`config.mk`:
```
export PLATFORM = sky130hd
export DESIGN_NAME = sapc_ctrl
export DESIGN_NICKNAME = d
export VERILOG_FILES = /design/src/logic/sapc_pkg.sv /design/src/logic/sapc_sync.sv /design/src/logic/sapc_ctrl.sv
export SDC_FILE = /design/constraint.sdc
export NUM_CORES = 1
export LEC_CHECK = 0
export ABC_AREA = 1
export BUFFER_PORTS_ARGS = -buffer_cell sky130_fd_sc_hd__buf_4
export CAP_MARGIN = 5
export CORE_AREA = 3 3 69 71
export CTS_BUF_LIST = sky130_fd_sc_hd__clkbuf_2
export DETAILED_ROUTE_END_ITERATION = 16
export DIE_AREA = 0 0 72 74
export PLACE_DENSITY = 0.75
export SLEW_MARGIN = 20
export SYNTH_ARGS = -nofsm -noshare
export SYNTH_HDL_FRONTEND = slang
export SYNTH_SLANG_ARGS = --single-unit
```
`constraint.sdc`:
```
create_clock -name clk -period 2.45 [get_ports clk]
set_clock_uncertainty 0.15 [all_clocks]
set_input_delay 0.49 -clock clk [delete_from_list [all_inputs] [get_ports clk]]
set_output_delay 0.49 -clock clk [all_outputs]
set_load 0.03 [all_outputs]
```
`src/logic/sapc_pkg.sv`:
```
// package for the sar converter power and short-cycle control block
// assumes a 50 MHz system clock sampling the serial clock and select pins
`default_nettype none
package sapc_pkg;
  localparam int unsigned SAPC_CLK_HZ = 50000000;
  localparam int unsigned SAPC_RES_BITS = 12;
  // one decision per serial clock: 312 ns at 200 kHz sample rate
  localparam int unsigned SAPC_DECISION_NS = 312;
  localparam int unsigned SAPC_SAMPLE_KHZ = 200;
  localparam int unsigned SAPC_CLK_NS = 1000000000 / SAPC_CLK_HZ;
  localparam int unsigned SAPC_DECISION_CYC =
    (SAPC_DECISION_NS / SAPC_CLK_NS) < 1 ? 1 :
    (SAPC_DECISION_NS / SAPC_CLK_NS);
  // falling edges of the serial clock at which phases change
  localparam logic [4:0] SAPC_EDGE_ENABLE = 5'h02;
  localparam logic [4:0] SAPC_EDGE_MSB = 5'h03;
  localparam logic [4:0] SAPC_EDGE_LSB = 5'h0e;
  localparam logic [4:0] SAPC_EDGE_REPEND = 5'h19;
  localparam logic [11:0] SAPC_CODE_POS_FS = 12'h7ff;
  localparam logic [11:0] SAPC_CODE_MID = 12'h000;
  localparam logic [11:0] SAPC_CODE_NEG_FS = 12'h800;

  typedef enum logic [2:0] {
    SAPC_OFF  = 3'b000,
    SAPC_SAMP = 3'b001,
    SAPC_ZERO = 3'b011,
    SAPC_CONV = 3'b010,
    SAPC_REP  = 3'b110,
    SAPC_DONE = 3'b111
  } sapc_state_t;

  typedef struct packed {
    logic analogOn;
    logic digitalOn;
  } sapc_power_t;

  typedef struct packed {
    logic data;
    logic oe;
  } sapc_dout_t;
endpackage
`default_nettype wire

```
`src/logic/sapc_sync.sv`:
```
// two-flop synchroniser for a group of pins
// assumes the inputs are asynchronous to clk
`default_nettype none
module sapc_sync #(
  parameter int unsigned W = 2,
  parameter logic [W-1:0] INIT = '0
) (
  input wire logic clk,
  input wire logic resetn,
  input wire logic [W-1:0] din,
  output logic [W-1:0] dout
);
  logic [W-1:0] meta_ff;
  logic [W-1:0] sync_ff;
  always_ff @(posedge clk or negedge resetn) begin
    if (!resetn) begin
      meta_ff <= INIT;
      sync_ff <= INIT;
    end else begin
      meta_ff <= din;
      sync_ff <= meta_ff;
    end
  end
  assign dout = sync_ff;
endmodule
`default_nettype wire

```
`src/logic/sapc_ctrl.sv`:
```
// serial converter control: power states, short cycling, bit stream
// assumes serial clock and select arrive asynchronously and are
// sampled by clk; the comparator decision comes from the analog core
// Contract
// - analog powers down after conversion or select high
// - digital powers down only while select high
// - analog stays on from start until power-down
// - each decided bit driven out immediately
// - select high abandons conversion, full power-down
// - one bit decision per serial clock
// - select falling edge starts; needs high first (code also starts a frame when select is already low at reset release)
// - low bit, then 12 bits msb first
// - repeat lsb first, then tri-state, ignore clocks
// - result is two's complement code
`default_nettype none
module sapc_ctrl
  import sapc_pkg::*;
#(
  parameter int unsigned RES_BITS = SAPC_RES_BITS
) (
  input wire logic clk,
  input wire logic resetn,
  input wire logic serialClock,
  input wire logic selectN,
  input wire logic compDecision,
  output logic serialData,
  output logic serialDataOe,
  output logic analogPowerOn,
  output logic digitalPowerOn,
  output logic sampleHold,
  output logic [RES_BITS-1:0] resultCode
);
  logic [1:0] pinSync;
  logic sclkS;
  logic selNS;

  // select resets high, so a select already low at reset release reads as a falling edge and starts a frame
  sapc_sync #(.W(2), .INIT(2'b11)) uSync (
    .clk(clk),
    .resetn(resetn),
    .din({selectN, serialClock}),
    .dout(pinSync)
  );
  assign sclkS = pinSync[0];
  assign selNS = pinSync[1];

  sapc_state_t state_ff, nxt_state;
  logic sclkPrev_ff, nxt_sclkPrev;
  logic selPrev_ff, nxt_selPrev;
  logic [4:0] edgeCnt_ff, nxt_edgeCnt;
  logic [RES_BITS-1:0] sar_ff, nxt_sar;
  logic [3:0] bitIdx_ff, nxt_bitIdx;
  sapc_dout_t dout_ff, nxt_dout;
  sapc_power_t pwr_ff, nxt_pwr;
  logic samp_ff, nxt_samp;
  logic sclkFall;
  logic selFall;
  logic frameStart;
  logic enableEdge;
  logic lsbEdge;

  // edge detectors; select history resets high, its idle pin level,
  // so releasing reset with select already low gives a select fall and starts a frame
  always_comb begin
    nxt_sclkPrev = sclkS;
    nxt_selPrev = selNS;
  end

  always_ff @(posedge clk or negedge resetn) begin
    if (!resetn) begin
      sclkPrev_ff <= 1'b0;
      selPrev_ff <= 1'b1;
    end else begin
      sclkPrev_ff <= nxt_sclkPrev;
      selPrev_ff <= nxt_selPrev;
    end
  end

  assign sclkFall = sclkPrev_ff & ~sclkS;
  assign selFall = selPrev_ff & ~selNS;
  // events shared by the sequencer, power and sample groups
  assign frameStart = (state_ff == SAPC_OFF) & selFall;
  assign enableEdge = (state_ff == SAPC_SAMP) & sclkFall &
    (edgeCnt_ff + 5'h01 == SAPC_EDGE_ENABLE);
  assign lsbEdge = ((state_ff == SAPC_ZERO) | (state_ff == SAPC_CONV)) &
    sclkFall & (bitIdx_ff == 4'h0);

  // power follows the frame; a short cycle drops both at once
  always_comb begin
    nxt_pwr = pwr_ff;
    if (selNS) begin
      nxt_pwr = '0;
    end else if (frameStart) begin
      nxt_pwr = '{analogOn: 1'b1, digitalOn: 1'b1};
    end else if (lsbEdge) begin
      // analog idles once the lsb is decided; digital waits for select
      nxt_pwr.analogOn = 1'b0;
    end
  end

  always_ff @(posedge clk or negedge resetn) begin
    if (!resetn) begin
      pwr_ff <= '0;
    end else begin
      pwr_ff <= nxt_pwr;
    end
  end

  // sample phase runs from the select fall to the second serial fall
  always_comb begin
    nxt_samp = samp_ff;
    if (selNS) begin
      nxt_samp = 1'b0;
    end else if (frameStart) begin
      nxt_samp = 1'b1;
    end else if (enableEdge) begin
      nxt_samp = 1'b0;
    end
  end

  always_ff @(posedge clk or negedge resetn) begin
    if (!resetn) begin
      samp_ff <= 1'b0;
    end else begin
      samp_ff <= nxt_samp;
    end
  end

  always_comb begin
    nxt_state = state_ff;
    nxt_edgeCnt = edgeCnt_ff;
    nxt_sar = sar_ff;
    nxt_bitIdx = bitIdx_ff;
    nxt_dout = dout_ff;
    if (selNS) begin
      // short cycle: abandon everything
      nxt_state = SAPC_OFF;
      nxt_dout = '{data: 1'b0, oe: 1'b0};
      nxt_edgeCnt = 5'h00;
    end else begin
      case (state_ff)
        SAPC_OFF: begin
          if (frameStart) begin
            nxt_state = SAPC_SAMP;
            nxt_edgeCnt = 5'h00;
            nxt_sar = SAPC_CODE_MID;
          end
        end
        SAPC_SAMP: begin
          if (sclkFall) begin
            nxt_edgeCnt = edgeCnt_ff + 5'h01;
            if (enableEdge) begin
              nxt_state = SAPC_ZERO;
              nxt_dout = '{data: 1'b0, oe: 1'b1};
              nxt_bitIdx = 4'(RES_BITS - 1);
            end
          end
        end
        SAPC_ZERO, SAPC_CONV: begin
          if (sclkFall) begin
            // one decision per falling edge, driven at once
            nxt_edgeCnt = edgeCnt_ff + 5'h01;
            nxt_sar[bitIdx_ff] = compDecision;
            nxt_dout = '{data: compDecision, oe: 1'b1};
            if (lsbEdge) begin
              nxt_state = SAPC_REP;
              nxt_bitIdx = 4'h1;
            end else begin
              nxt_state = SAPC_CONV;
              nxt_bitIdx = bitIdx_ff - 4'h1;
            end
          end
        end
        SAPC_REP: begin
          if (sclkFall) begin
            nxt_edgeCnt = edgeCnt_ff + 5'h01;
            if (edgeCnt_ff == SAPC_EDGE_REPEND) begin
              // msb repeated: tri-state, ignore clocks
              nxt_state = SAPC_DONE;
              nxt_dout = '{data: 1'b0, oe: 1'b0};
            end else begin
              nxt_dout.data = sar_ff[bitIdx_ff];
              nxt_bitIdx = bitIdx_ff + 4'h1;
            end
          end
        end
        // digital stays on while select low, clocks ignored
        SAPC_DONE: nxt_state = SAPC_DONE;
        default: nxt_state = SAPC_OFF;
      endcase
    end
  end

  always_ff @(posedge clk or negedge resetn) begin
    if (!resetn) begin
      state_ff <= SAPC_OFF;
      edgeCnt_ff <= 5'h00;
      sar_ff <= '0;
      bitIdx_ff <= 4'h0;
      dout_ff <= '0;
    end else begin
      state_ff <= nxt_state;
      edgeCnt_ff <= nxt_edgeCnt;
      sar_ff <= nxt_sar;
      bitIdx_ff <= nxt_bitIdx;
      dout_ff <= nxt_dout;
    end
  end

  assign serialData = dout_ff.data;
  assign serialDataOe = dout_ff.oe;
  assign analogPowerOn = pwr_ff.analogOn;
  assign digitalPowerOn = pwr_ff.digitalOn;
  assign sampleHold = samp_ff;
  assign resultCode = sar_ff;
endmodule
`default_nettype wire

```
======== Word-level counts from Yosys, hierarchy flattened ========
Index checks and enable logic that the tools add are counted.
W data, S select, Z words.
storage, ports and cells
  bits in registers ....................... 35
  output and inout bits ................... 17
  word-level logic and storage cells ...... 109
operators by class
  add/subtract/negate cells ............... 3
  $lt $le $gt $ge ......................... 2
  equal/unequal tests ..................... 20
  multiplexer cells ....................... 43
  bitwise gates (word level) .............. 10
  reduce and logical (&&, ||, !) cells .... 18
operators by type and width
  operator               number
  $mux W12               2
  $mux W3                8
  $mux W4                6
  $pmux W12 S2           1
  $ne A3 B2 Y1 const B   6
  $mux W5                3
  $pmux W3 S5            1
  $bwmux W12             1
  $mux W2                6
  $ne A2 B2 Y1 const B   6
  $pmux W4 S3            1
  $reduce_and A6 Y1      2
  $reduce_bool A3 Y1     4
  $mux W1                10
  $pmux W5 S2            1
  $and A1 B1 Y1          7
  $reduce_and A7 Y1      1
  $eq A3 B2 Y1 const B   2
  $eq A3 B3 Y1 const B   2
  $pmux W2 S3            1
  $add A5 B1 Y5 const B  1
  $eq A5 B2 Y1 const B   1
  $eq A5 B5 Y1 const B   1
  $lt A4 B5 Y1 const B   1
  19 further kinds       21

======== Depth between registers and ports, before layout ========
  word-level depth ........................ 8
  mapped depth ............................ 12
  depth with buffers taken out ............ 12

======== Hierarchy ========
From an unflattened synthesis, not the netlist that was laid out.
unflattened totals
  cells, all modules ...................... 275
  area total of the unflattened synthesis .. 2207.1 um^2
modules (own cells, without submodules)
  module     instances  cells an instance  area an instance (um^2)
  sapc_ctrl  1          271                2102.0
  sapc_sync  1          4                  105.1

======== Worst setup path after synthesis ========
No wires, ideal clock.
  kind .................................... flip-flop to flip-flop
  from .................................... register bitIdx_ff[0]
  to ...................................... register bitIdx_ff[1]
  library setup time ...................... 124 ps
  data arrival time ....................... 1467 ps
  path slack .............................. 710 ps
  stages on the path, launching flop included .. 7
  clock period less this slack ............ 1740 ps
  path through ............................ dfrtp_1 > buf_2 > clkinv_1 > ha_1 > o21ai_0 > a21boi_0 > o21ai_1
on the way
  cells in the longest elaborated chain, start to end .. 5
RTL lines
  item                                                   line              source
  from (decl)                                            sapc_ctrl.sv:52   logic [3:0] bitIdx_ff, nxt_bitIdx;
  from (signal assigned)                                 sapc_ctrl.sv:205  bitIdx_ff <= nxt_bitIdx;
  branches (longest 4 deep; another with $add A4 B1 Y4)  n/a
  $pmux W4 S3 (*)                                        sapc_ctrl.sv:141  case (state_ff)
Every way passes the cells marked *. The select of a mux whose other input is x is not followed.
A chain may end at the register's enable or synchronous reset.

======== Worst setup path after layout ========
  from .................................... register bitIdx_ff[0]
  to ...................................... register bitIdx_ff[0]
Same word-level chain as after synthesis.

==> flow_summary.ini <==
[route]
via_count = 1834
drc = 0
drtIter0Drc = 115
wl_mm = 4.28
wl_per_cell_um = 12.3
ant_nets = 0
vias_per_cell = 5.29
dr.pass1.iters = 4

[final_layout]
synthToLayoutAreaGrowth_pct = 12.4
nets = 306
postLayoutCoreUtil_pct = 53.7
final_cells = 347
fillers = 411
antenna_cells = 0
fin_area_um2 = 2300
drive_gt1_share_pct = 18.3

[yosys]
ys_seq_area_share_pct = 43.0
synth_area_per_cell_um2 = 7.62
synth_fp_nets = 281
synth_area_um2 = 2050
yosys_register_bits = 35
yosysWarnings = 0
synthFlopType = dfrtp_1
synth_edf_count = 0
ys_types = 30
synth_cells = 269
synth-async-reset-ratio_pct = 100

[power_and_ir_drop]
seqPwrFrac_pct = 36.2
finalPower_mw = 2.35
switchingPower_mw = 1.14
clockPowerShare_pct = 11.2
p_leak_nw = 1.16
power.density_nw_per_um2 = 1020
p_int_mw = 1.21
peakVddDrop_mv = 0.498
switching_share_pct = 48.5
p_comb_share_pct = 52.6

[floorplan]
ios = 22
core_um2 = 4290
die_h_um = 74
start_util_pct = 47.8
die-area_um2 = 5330
die_width_um = 72
row_count = 24

[clock_network]
clk_latency_ns = 0.39
htreeDepth = 2
clk_pin_slew_ns = 0.16
clk_path_buf_depth = 2
cts_tree = done
numCtsBuffers = 5
postCtsSetupBuffers = 0
cts_sinks = 35
cts-root-buf = clkbuf_2

[worst_setup_path]
crit_arrival_ns = 2.18
crit_buf_inv = 1
cp_cell_sequence = clkinv_1, ha_1, nand4_1, o211a_1, o21ai_1
end_kind = flop
critPathMaxFanout = 12
slowest_delay_ns = 0.59
critical_path.slowest_cell = dfrtp_1
cpLargestDelayFamily = flip-flops
worst_ep_required_time_ns = 2.59
critPathLaunchType = flop
criticalPathCategory = reg2reg

[global_routing]
grt_usage_pct = 18.2
use_met2_pct = 31.8
grt_max_degree = 36
top_usage_layer = met2
grt_pass1_vias = 1771
grtUsageMet1_pct = 21.7
overflow = 0
antenna_found_initial = 0
grt_pass1_wl_mm = 7.67
use_met3_pct = 5.00

[sta]
setup_viol = 0
tns_ns = 0
fin_ws_ns = 0.415
worst_pin_slew_ns = 0.450
fin_crit_ns = 2.03
hold_violations = 0
whs_ns = 0.0513
slew_headroom_pct = 69.9
rsz0062_at_grt = no
fmax_ghz = 0.491
fin_crit_sh_pct = 83.1
drv_slew = 0

[place]
place_ws_ns = 0.453
dp_hpwl_mm = 3.13
placed_cells = 337
placed_area_um2 = 2250
routabilityCongestion = 0.850
io_buffers = 21

[status]
status = finished clean

[min_path]
min_path_type = in2reg

[run]
drv_cap = 0
state kept, by name, summed over array words and instances, names as in the netlist:
signal / count
serialData: 1
sampleHold: 1
edgeCnt_ff: 5
selPrev_ff: 1
uSync.dout: 2
sclkPrev_ff: 1
analogPowerOn: 1
uSync.meta_ff: 2
digitalPowerOn: 1
serialDataOe: 1
resultCode: 12
state_ff: 3
bitIdx_ff: 4
synthesized netlist by cell type (2+ instances only):
cell     count  area [um2]
o22ai_1     14        87.6
dfstp_2      5         131
o21ai_0      8        40.0
o21ai_1      4        20.0
nand3_1     20         100
nand2_2      4        25.0
nand2_1     76         285
nand4_1      9        56.3
nor2_1      14        52.6
a21oi_1     17        85.1
ha_1         7        87.6
xor2_1       2        17.5
inv_2        4        15.0
buf_2        3        15.0
nand3_2      4        40.0
inv_1       31         116
nand2_4      2        22.5
dfrtp_1     30         751
nor2_2       4        25.0
path summary, 6_finish.rpt:
| path | from | to | slack, ns | cells past startpoint |
|---|---|---|---|---|
| max | bitIdx_ff[0]$_DFFE_PN0P_ | bitIdx_ff[0]$_DFFE_PN0P_ | 0.42 | 5 |
| min | serialClock | uSync.meta_ff[0]$_DFF_PN1_ | 0.05 | 1 |
| max reg2reg | bitIdx_ff[0]$_DFFE_PN0P_ | bitIdx_ff[0]$_DFFE_PN0P_ | 0.42 | 5 |
| min reg2reg | uSync.meta_ff[0]$_DFF_PN1_ | uSync.dout[0]$_DFF_PN1_ | 0.19 | 0 |
| max in group asynchronous | resetn | uSync.meta_ff[0]$_DFF_PN1_ | 1.39 | 2 |
| min in group asynchronous | resetn | resultCode[3]$_DFFE_PN0P_ | 0.39 | 2 |
power groups by stage:
stage                     clock network, mW  registers, mW  logic, mW
after global placement                    0          0.860       1.21
after detailed placement                  0          0.864       1.23
after floorplan                           0          0.978      0.804
after global routing                  0.299          0.877       1.40
final                                 0.263          0.852       1.24
after CTS                             0.274          0.852       1.24
cell families (layout without fill, tap and decap cells):
logic type                 count (synthesis)  in the layout  synth area share [%]
and+or+nand+nor                          136            136                  30.8
buffers and inverters                     42             68                  8.18
DFF                                       35             35                  43.0
AOI/OAI and AO/OA                         47             47                  12.9
adders and majority gates                  7              7                  4.27
xor gates and xnor gates                   2              2                 0.854
area by class of cell:
class	count	area [um2]	area share, %
multi-input combinational	192	1000	43.4
sequential	35	882	38.3
timing repair buffer	23	178	7.71
inverter	37	141	6.13
tap	52	65.1	2.82
clock buffer	6	30.0	1.30
clock inverter	2	7.51	0.326
placed cells by master, fill, tap and decap left out, drive strengths merged:
| cell type | Yosys | final |
|---|---|---|
| a21boi | 1 | 1 |
| a21oi | 18 | 18 |
| a31oi | 1 | 1 |
| and2 | 1 | 1 |
| buf | 5 | 21 |
| clkbuf | 0 | 6 |
| clkinv | 1 | 3 |
| dfrtp | 30 | 30 |
| dfstp | 5 | 5 |
| dlygate4sd3 | 0 | 2 |
| ha | 7 | 7 |
| inv | 36 | 36 |
| nand2 | 82 | 82 |
| nand3 | 24 | 24 |
| nand4 | 9 | 9 |
| nor2 | 19 | 19 |
| o211a | 1 | 1 |
| o21ai | 12 | 12 |
| o22ai | 14 | 14 |
| or2 | 1 | 1 |
| xor2 | 2 | 2 |
routing by layer:
metal	routed length [um]	part of all wire, %	vias up
li1	-	-	937
met1	1860	43	836
met2	2100	49	54
met3	279	6.5	7
met4	49	1.1	0
met5	0	0	-
what timing repair did:
action,4_1_cts,5_1_grt
hold endpoints to repair,30,1
gates resized for setup,0,0
hold buffers,1,1
No activity file was read; power rests on OpenSTA's default activity.
